## src/ipd_cfg.svh

```systemverilog
// Constants for the idle and power-down controller
`ifndef IPD_CFG_SVH
`define IPD_CFG_SVH
`define IPD_PWR_CTRL_ADDR 8'h87
`define IPD_BIT_IDLE 0
`define IPD_BIT_PDOWN 1
`define IPD_PWR_CTRL_RESET 8'h00
`define IPD_RESET_VECTOR 16'h0000
`define IPD_OSC_SETTLE_NS 1000
`define IPD_CLK_NS 10
`define IPD_OSC_SETTLE_CYC ((`IPD_OSC_SETTLE_NS + `IPD_CLK_NS - 1) / `IPD_CLK_NS)
`define IPD_CNT_W 8
`endif

```

## src/ipd_pkg.sv

```systemverilog
// Types for the idle and power-down controller
package ipd_pkg;
  typedef enum logic [1:0]
  {
    IPD_RUN = 2'b00,
    IPD_IDLE = 2'b01,
    IPD_PDOWN = 2'b11,
    IPD_WAKE = 2'b10
  } ipd_state_t;
endpackage : ipd_pkg

```

## src/ipd_wake_if.sv

```systemverilog
// Wake request bundle between the synchroniser and the mode controller
`timescale 1ns/1ps
interface ipd_wake_if;
  logic [1:0] ext_level;
  logic [1:0] ext_fall;
  modport src (output ext_level, output ext_fall);
  modport dst (input ext_level, input ext_fall);
endinterface : ipd_wake_if

```

## src/ipd_pin_sync.sv

```systemverilog
// Two-stage synchroniser and falling edge finder for the wake pins
`timescale 1ns/1ps
module ipd_pin_sync
(
  input wire logic clk_sys,
  input wire logic rst_n,
  input wire logic [1:0] ext_int_pin_n,
  ipd_wake_if.src wake
);
  import ipd_pkg::*;
  logic [1:0] meta;
  logic [1:0] sync;
  logic [1:0] prev;
  logic [1:0] next_meta;
  logic [1:0] next_sync;
  logic [1:0] next_prev;

  // Next values; only the second stage feeds the edge finder
  always_comb
  begin
    next_meta = ext_int_pin_n;
    next_sync = meta;
    next_prev = sync;
  end

  // Pins idle high, so reset to one to avoid a false edge
  always_ff @(posedge clk_sys or negedge rst_n)
  begin
    if (!rst_n)
    begin
      meta <= 2'h3;
      sync <= 2'h3;
      prev <= 2'h3;
    end
    else
    begin
      meta <= next_meta;
      sync <= next_sync;
      prev <= next_prev;
    end
  end

  assign wake.ext_level = ~sync;
  assign wake.ext_fall = prev & ~sync;
endmodule : ipd_pin_sync

```

## src/ipd_ctrl.sv

```systemverilog
// Idle and power-down mode controller of the processor core
// What this block does
// RQ1 - Writing one to bit 0 of power control at 87h enters Idle.
// RQ2 - The write setting idle is the last instruction before Idle.
// RQ3 - Idle gates only the processor clock; peripheral clocks keep running.
// RQ4 - Idle holds address latch and program store strobes high.
// RQ5 - Any enabled interrupt wakes Idle, clears idle bit, runs handler.
// RQ6 - External, power-on or watchdog reset ends Idle, restarts at 0000h.
// RQ7 - Writing one to bit 1 of power control at 87h enters Power-Down.
// RQ8 - Power-Down stops every clock, peripherals and watchdog included.
// RQ9 - Power-Down drives address latch and program store strobes low.
// RQ10 - External or power-on reset ends Power-Down, restarts from 0000h.
// RQ11 - Watchdog reset cannot end Power-Down since its clock stops.
// RQ12 - Enabled low-level or falling-edge external interrupt wakes Power-Down.
// RQ13 - After external interrupt wake, handler runs then program resumes.
// RQ14 - Idle and power-down set together count as Power-Down.
// RQ15 - Core clock stays gated until restarted oscillator is stable; a reset out of Power-Down enables it at once, with no settle wait.
`timescale 1ns/1ps
`include "ipd_cfg.svh"
module ipd_ctrl
(
  input wire logic clk_sys,
  input wire logic rst_n,
  input wire logic sfr_wr,
  input wire logic sfr_rd,
  input wire logic [7:0] sfr_addr,
  input wire logic [7:0] sfr_wdata,
  output logic [7:0] sfr_rdata,
  input wire logic irq_pending,
  input wire logic global_irq_enable,
  input wire logic [1:0] ext_irq_enable,
  input wire logic [1:0] ext_irq_edge,
  input wire logic [1:0] ext_int_pin_n,
  input wire logic ext_reset,
  input wire logic wdt_reset,
  output logic cpu_clk_en,
  output logic periph_clk_en,
  output logic osc_run,
  output logic core_reset,
  output logic [15:0] pc_load_value,
  output logic addr_latch_strobe,
  output logic program_store_strobe,
  output logic ext_bus_hold,
  output ipd_pkg::ipd_state_t mode
);
  import ipd_pkg::*;

  // ****************************************************************
  // Pin synchronisation
  // ****************************************************************
  ipd_wake_if wake_bus ();
  ipd_pin_sync u_sync
  (
    .clk_sys(clk_sys),
    .rst_n(rst_n),
    .ext_int_pin_n(ext_int_pin_n),
    .wake(wake_bus)
  );

  // ****************************************************************
  // Mode state and power control register
  // ****************************************************************
  ipd_state_t state;
  ipd_state_t next_state;
  logic [7:0] power_control_reg;
  logic [7:0] next_pwr_ctrl;
  logic [`IPD_CNT_W-1:0] settle;
  logic [`IPD_CNT_W-1:0] next_settle;
  logic [7:0] next_rdata;
  logic pwr_ctrl_wr;
  logic ext_wake;
  logic any_reset;
  logic [1:0] ext_hit;

  assign pwr_ctrl_wr = sfr_wr && (sfr_addr == `IPD_PWR_CTRL_ADDR);
  // Level or edge detection per pin, gated by both enables
  assign ext_hit = (ext_irq_edge & wake_bus.ext_fall)
                 | (~ext_irq_edge & wake_bus.ext_level);
  assign ext_wake = global_irq_enable && |(ext_hit & ext_irq_enable); // [RQ12]
  // Watchdog is ignored in Power-Down: its clock is stopped there
  assign any_reset = ext_reset
                   || (wdt_reset && state != IPD_PDOWN); // [RQ6] [RQ11]

  // Next-state and register computation
  always_comb
  begin
    next_state = state;
    next_pwr_ctrl = power_control_reg;
    next_settle = settle;
    next_rdata = 8'h00;
    if (sfr_rd && sfr_addr == `IPD_PWR_CTRL_ADDR)
      next_rdata = power_control_reg;
    if (any_reset)
    begin
      // Clock already running in Idle, so no settle delay
      next_state = IPD_RUN; // [RQ6] [RQ10]
      next_pwr_ctrl = `IPD_PWR_CTRL_RESET;
    end
    else
    begin
      case (state)
        IPD_RUN:
        begin
          if (pwr_ctrl_wr)
          begin
            next_pwr_ctrl = sfr_wdata;
            if (sfr_wdata[`IPD_BIT_PDOWN])
              next_state = IPD_PDOWN; // [RQ7] [RQ14]
            else if (sfr_wdata[`IPD_BIT_IDLE])
              next_state = IPD_IDLE; // [RQ1] [RQ2]
          end
        end
        IPD_IDLE:
        begin
          if (irq_pending)
          begin
            next_pwr_ctrl[`IPD_BIT_IDLE] = 1'b0; // [RQ5]
            next_state = IPD_RUN;
          end
        end
        IPD_PDOWN:
        begin
          if (ext_wake)
          begin
            next_settle = `IPD_CNT_W'(`IPD_OSC_SETTLE_CYC); // [RQ15]
            next_state = IPD_WAKE;
          end
        end
        IPD_WAKE:
        begin
          if (settle == '0)
          begin
            next_pwr_ctrl[`IPD_BIT_PDOWN] = 1'b0; // [RQ13]
            next_state = IPD_RUN;
          end
          else
            next_settle = settle - 1'b1;
        end
        default: next_state = IPD_RUN;
      endcase
    end
  end

  // Registers only
  always_ff @(posedge clk_sys or negedge rst_n)
  begin
    if (!rst_n)
    begin
      state <= IPD_RUN;
      power_control_reg <= `IPD_PWR_CTRL_RESET;
      settle <= '0;
      sfr_rdata <= 8'h00;
    end
    else
    begin
      state <= next_state;
      power_control_reg <= next_pwr_ctrl;
      settle <= next_settle;
      sfr_rdata <= next_rdata;
    end
  end

  // ****************************************************************
  // Clock gates, strobes and reset vector
  // ****************************************************************
  logic next_cpu_en;
  logic next_per_en;
  logic next_osc;
  logic next_ale;
  logic next_pss;
  logic next_hold;
  logic next_core_rst;

  // Outputs decoded from the next state so they align with it
  always_comb
  begin
    next_cpu_en = (next_state == IPD_RUN); // [RQ3] [RQ15]
    next_per_en = (next_state != IPD_PDOWN)
               && (next_state != IPD_WAKE); // [RQ8]
    next_osc = (next_state != IPD_PDOWN); // [RQ8]
    next_ale = (next_state != IPD_PDOWN)
            && (next_state != IPD_WAKE); // [RQ4] [RQ9]
    next_pss = next_ale; // [RQ4] [RQ9]
    // Ports keep their latches while the core is stopped
    next_hold = (next_state != IPD_RUN);
    next_core_rst = any_reset; // [RQ6] [RQ10]
  end

  always_ff @(posedge clk_sys or negedge rst_n)
  begin
    if (!rst_n)
    begin
      cpu_clk_en <= 1'b0;
      periph_clk_en <= 1'b1;
      osc_run <= 1'b1;
      addr_latch_strobe <= 1'b1;
      program_store_strobe <= 1'b1;
      ext_bus_hold <= 1'b0;
      core_reset <= 1'b1;
      mode <= IPD_RUN;
      pc_load_value <= `IPD_RESET_VECTOR;
    end
    else
    begin
      cpu_clk_en <= next_cpu_en;
      periph_clk_en <= next_per_en;
      osc_run <= next_osc;
      addr_latch_strobe <= next_ale;
      program_store_strobe <= next_pss;
      ext_bus_hold <= next_hold;
      core_reset <= next_core_rst;
      mode <= next_state;
      pc_load_value <= `IPD_RESET_VECTOR;
    end
  end
endmodule : ipd_ctrl

```

## config.mk

```make
export PLATFORM = sky130hd
export DESIGN_NAME = ipd_ctrl
export DESIGN_NICKNAME = d
export VERILOG_FILES = /design/src/ipd_pkg.sv /design/src/ipd_wake_if.sv /design/src/ipd_pin_sync.sv /design/src/ipd_ctrl.sv
export VERILOG_INCLUDE_DIRS = /design/src /design/src/src
export SDC_FILE = /design/constraint.sdc
export NUM_CORES = 1
export LEC_CHECK = 0
export ABC_AREA = 1
export BUFFER_PORTS_ARGS = -buffer_cell sky130_fd_sc_hd__buf_2
export CAP_MARGIN = 15
export CORE_MARGIN = 2
export CORE_UTILIZATION = 54
export DETAILED_ROUTE_END_ITERATION = 10
export PLACE_DENSITY = 0.84
export SLEW_MARGIN = 0
export SYNTH_ARGS = -nofsm -noshare
export SYNTH_HDL_FRONTEND = slang
export SYNTH_SLANG_ARGS = --single-unit
```

## constraint.sdc

```tcl
create_clock -name clk_sys -period 3.95 [get_ports clk_sys]
set_input_delay 0.395 -clock clk_sys [delete_from_list [all_inputs] [get_ports clk_sys]]
set_output_delay 0.395 -clock clk_sys [all_outputs]
set_load 0.03 [all_outputs]
```

Yosys cells after proc, flatten, opt, wreduce, memory -nomap -nowiden
Cells that the tools add are included.
{"block": "totals", "regBits": 37, "word_cells": 74}
{"block": "classes", "n_addsub": 1, "eq_ne": 12, "mux": 19, "bitwise": 8, "n_reduce_logical": 20}
{"operator": "$mux W8", "n": 5}
{"operator": "$pmux W8 S2", "n": 1}
{"operator": "$mux W2", "n": 7}
{"operator": "$ne A2 B2 Y1 const B", "n": 5}
{"operator": "$ne A3 B3 Y1 const B", "n": 3}
{"operator": "$and A2 B2 Y2", "n": 4}
{"operator": "$eq A8 B8 Y1 const B", "n": 1}
{"operator": "$logic_not A8 Y1", "n": 1}
{"operator": "$pmux W2 S4", "n": 1}
{"operator": "$reduce_bool A2 Y1", "n": 4}
{"operator": "$sub A8 B1 Y8 const B", "n": 1}
{"operator": "$mux W6", "n": 1}
{"operator": "$reduce_and A3 Y1", "n": 2}
{"operator": "$reduce_bool A3 Y1", "n": 2}
{"operator": "$logic_and A1 B1 Y1", "n": 5}
{"operator": "$eq A2 B2 Y1 const B", "n": 2}
{"operator": "$logic_not A2 Y1", "n": 2}
{"operator": "$not A2 Y2", "n": 2}
{"operator": "$pmux W1 S2", "n": 2}
{"operator": "$reduce_and A4 Y1", "n": 1}
{"operator": "$eq A2 B1 Y1 const B", "n": 1}
{"operator": "$mux W1", "n": 2}
{"operator": "$or A2 B2 Y2", "n": 1}
{"operator": "$reduce_and A2 Y1", "n": 1}
{"operator": "3 further kinds", "n": 3}

Logic depth before layout (Yosys ltp)
{"block": "depth", "ltp_word": 12, "mapped_depth": 10, "ltp_nobuf": 10}

Cells and area by module
From an unflattened synthesis, not the netlist that was laid out.
{"block": "hier_totals", "hier_cells": 224, "area_unflattened_um2": 1856.8}
{"module": "ipd_ctrl", "n_inst": 1, "cells_each": 212, "area_each_um2": 1671.6}
{"module": "ipd_pin_sync", "n_inst": 1, "cells_each": 12, "area_each_um2": 185.2}

Worst setup path after synthesis
Ideal clock, no wire load.
{"block": "synth_timing", "kind": "flip-flop to flip-flop", "startpoint": "register mode[1] (netlist name)", "endpoint": "register settle[2]", "t_arrival_ns": 1.323, "required_time_ns": 3.834, "slack_ns": 2.510, "path_stages_with_launch": 9, "n_path_buf": 0, "synth_period_minus_slack_ns": 1.440, "path_cell_list": "dfrtp_1 nand2_1 nand2_2 nand2_4 clkinv_4 nand2_1 nand3b_4 nand2_1 nand2_1"}
{"element": "end signal: assignment", "line": "ipd_ctrl.sv:158", "text": "settle <= next_settle;"}
{"element": "end: declaration", "line": "ipd_ctrl.sv:67", "text": "logic [`IPD_CNT_W-1:0] settle;"}

==> impl_metrics.env <==
export IMPL_status="finished, final reports clean"
export IMPL_critPathKind="flop to flop"
export IMPL_clk_latency_ns=0.35
export IMPL_io_buffers=46
export IMPL_power_frac_seq=0.602
export IMPL_antenna_diode_count=0
export IMPL_grt_start_max_net_pins=38
export IMPL_drt_drc=0
export IMPL_grt_pass1_vias=1306
export IMPL_finalWorstPathRequiredPeriod_ns=1.51
export IMPL_post_synth_top_area_cell="sky130_fd_sc_hd__dfrtp_1"
export IMPL_postLayoutSetupSlackWorst_ns=2.44
export IMPL_dieArea_mm2=0.00395
export IMPL_clock_tree_root_cell="sky130_fd_sc_hd__clkbuf_4"
export IMPL_fp_coreArea_mm2=0.00334
export IMPL_starting_density_of_the_core=0.561
export IMPL_netlist_area_mm2=0.00187
export IMPL_timing_rr_start="mode[1]"
export IMPL_synth_cell_type_count=25
export IMPL_max_clock_freq_mhz=660
export IMPL_timing_final_setup_violations=0
export IMPL_p_sw_mw=0.175
export IMPL_total_number_of_h_tree_levels=2
export IMPL_cts_tree="built"
export IMPL_synth_avg_cell_area_um2=8.14
export IMPL_critPathTopFamily="simple AND/OR/NAND/NOR gates"
export IMPL_slew_violations=0
export IMPL_drt_pass1_iterations=4
export IMPL_cts_hold_buffers=0
export IMPL_internal_power_mw=0.474
export IMPL_synth_cells=230
export IMPL_tritoncts_buffers=5
export IMPL_multi_input_comb_area_um2=727
export IMPL_clk_pin_slew_worst_paths_ns=0.11
export IMPL_grt_overflow_total=0
export IMPL_final_setup_tns_ns=0
export IMPL_cts_buffer_depth=2
export IMPL_io_pins=63
export IMPL_cts_repair_timing_setup_buffer_count=0
export IMPL_worst_path_max_fanout=8
export IMPL_critical_path_startpoint="mode[1]"
export IMPL_grt_first_pass_wirelength_um=5530
export IMPL_worst_setup_path_end_kind="flop"
export IMPL_yosys_area_top_type_share=0.374
export IMPL_standard_cell_with_the_maximum_stage_delay_on_the_critical_path="sky130_fd_sc_hd__dfrtp_1"
export IMPL_pre_cts_slack_ns=2.41
export IMPL_p_leak_nw=1.22
export IMPL_power_share_clock=0.293
export IMPL_area_delta_synth_final_pct=13.9
export IMPL_ir_worst_vdd_uv=189
export IMPL_wl_per_cell_um=10.2
export IMPL_total_buffers_and_inverters_traversed_by_the_critical_path=0
export IMPL_grt_usage=0.183
export IMPL_final_min_period_over_clock_period=0.383
export IMPL_place_congestion=0.827
export IMPL_unrepaired_setup_endpoints_after_global_routing="false"
export IMPL_drt_first_iter_violations=74
export IMPL_worst_path_largest_cell_delay_ns=0.47
export IMPL_worst_slew_pin_transition_ns=0.771
export IMPL_seqCellArea_um2=937
export IMPL_power_switching_share=0.269
export IMPL_post_synth_main_area_contributors="sky130_fd_sc_hd__dfrtp_1 37%, sky130_fd_sc_hd__nand2_1 13%, sky130_fd_sc_hd__dfstp_2 13%, sky130_fd_sc_hd__buf_4 7.2%, sky130_fd_sc_hd__inv_1 6.2%"
export IMPL_final_layout_size_suffix_gt1_frac=0.270
export IMPL_critPathRequiredTime_ns=4.22
export IMPL_crit_path_cell_trace="nor2_1 > nand4_1 > nor2_2 > nand2_1 > o21ai_0"
export IMPL_clkSinkCount=37
export IMPL_totalWireLength_um=3320
export IMPL_synth_warning_count=0
export IMPL_min_delay_path_class="primary input to async pin"
export IMPL_antenna_found_initial=0
export IMPL_share_comb_of_total_power=0.105
export IMPL_cap_violations=0
export IMPL_worst_clock_skew_ns=0.0102
export IMPL_place_detailed_hpwl_um=2520
export IMPL_p_per_cell_area_mw_per_mm2=304
export IMPL_count_of_filler_cells_inserted_in_the_layout=308
export IMPL_die_height_um=62.9
export IMPL_route_detailed_vias_per_inst=4.62
export IMPL_start_kind="flop"
export IMPL_synth_seq_cells=37
export IMPL_standard_cell_rows=21
export IMPL_critical_path_data_arrival_time_ns=1.79
export IMPL_postCtsResizedCells=0
export IMPL_vias=1510
export IMPL_synth_seq_area_share=0.501
export IMPL_floorplan_die_width_um=62.9
export IMPL_timing_max_slew_rel_slack=0.486
export IMPL_ant_nets=0
export IMPL_finish_net_count=312
export IMPL_report_final_hold_viol_count=0
==> layout by cell type, fill, tap and decap left out, drive strengths merged <==
| cell type | instances |
|---|---|
| nand2 | 71 |
| buf | 46 |
| nor2 | 33 |
| inv | 32 |
| dfrtp | 28 |
| conb | 16 |
| nand3 | 14 |
| o21ai | 9 |
| dfstp | 9 |
| clkbuf | 6 |
| nand4 | 4 |
| clkinv | 3 |
| xor2 | 2 |
| ha | 2 |
| a21oi | 2 |
| nand3b | 1 |
| nor3 | 1 |
| xnor2 | 1 |
| or2 | 1 |
==> area by class of cell <==
type	count	area share
flip-flops and latches	37	0.440
inverters	33	0.0604
multi-input cells	157	0.341
well taps	46	0.0270
repair buffers	46	0.108
clock buffers	6	0.0194
clock inverters	2	0.00469
==> through the flow <==
step / utilization / instances / cell area [um2] / hold slack [ns] / total power, mW
after floorplan: - / 245 / 1930 / 0.0994 / 0.450
after global placement: 0.624 / 319 / 2080 / 0.346 / 0.464
after detailed placement: 0.624 / 319 / 2080 / 0.347 / 0.465
after CTS: 0.639 / 327 / 2130 / 0.116 / 0.655
after global routing: 0.639 / 327 / 2130 / 0.100 / 0.685
final: 0.639 / 327 / 2130 / 0.106 / 0.648
==> cells in the mapped netlist <==
| master | n |
|---|---|
| sky130_fd_sc_hd__a21oi_1 | 1 |
| sky130_fd_sc_hd__a21oi_2 | 1 |
| sky130_fd_sc_hd__buf_4 | 18 |
| sky130_fd_sc_hd__clkinv_4 | 1 |
| sky130_fd_sc_hd__conb_1 | 1 |
| sky130_fd_sc_hd__dfrtp_1 | 28 |
| sky130_fd_sc_hd__dfstp_2 | 9 |
| sky130_fd_sc_hd__ha_1 | 2 |
| sky130_fd_sc_hd__inv_1 | 31 |
| sky130_fd_sc_hd__inv_2 | 1 |
| sky130_fd_sc_hd__nand2_1 | 66 |
| sky130_fd_sc_hd__nand2_2 | 4 |
| sky130_fd_sc_hd__nand2_4 | 1 |
| sky130_fd_sc_hd__nand3_1 | 13 |
| sky130_fd_sc_hd__nand3_2 | 1 |
| sky130_fd_sc_hd__nand3b_4 | 1 |
| sky130_fd_sc_hd__nand4_1 | 4 |
| sky130_fd_sc_hd__nor2_1 | 30 |
| sky130_fd_sc_hd__nor2_2 | 1 |
| sky130_fd_sc_hd__nor2_4 | 2 |
| sky130_fd_sc_hd__nor3_1 | 1 |
| sky130_fd_sc_hd__o21ai_0 | 9 |
| sky130_fd_sc_hd__or2_2 | 1 |
| sky130_fd_sc_hd__xnor2_1 | 1 |
| sky130_fd_sc_hd__xor2_1 | 2 |
==> cell families after synthesis <==
| group | count (synthesis) | share of synthesized area |
|---|---|---|
| flip-flops | 37 | 0.501 |
| XOR/XNOR | 3 | 0.0140 |
| buffers and inverters | 51 | 0.141 |
| AO/OA/AOI/OAI | 11 | 0.0314 |
| other | 1 | 0.00200 |
| adder cells (fa/ha/maj) | 2 | 0.0134 |
| AND/OR/NAND/NOR | 125 | 0.297 |
==> per-layer routing <==
metal	vias up	share of wire	track usage
li1	767	-	-
met1	674	0.44	0.215
met2	62	0.47	0.293
met3	7	0.072	0.0613
met4	0	0.025	0.100
met5	-	0	0
==> path summary, 6_finish.rpt <==
path / end / slack, ns / cells after the start
worst max register to register: power_control_reg[4] / 2.44 / 5
worst max-delay path: power_control_reg[4] / 2.44 / 5
max in group asynchronous: settle[3] / 3.34 / 1
worst min register to register: u_sync.prev[0] / 0.37 / 0
min in group clk_sys: u_sync.meta[0] / 0.13 / 1
worst min-delay path: settle[7] / 0.11 / 1
==> power groups by stage <==
stage / Combinational [mW] / Clock [mW] / Sequential, mW
global route: 0.0759 / 0.218 / 0.391
floorplan: 0.0524 / 0 / 0.398
global placement: 0.0674 / 0 / 0.397
CTS: 0.0684 / 0.196 / 0.390
detailed placement: 0.0683 / 0 / 0.397
finish: 0.0680 / 0.190 / 0.390
Note: power is estimated with default switching activity, not from simulation.
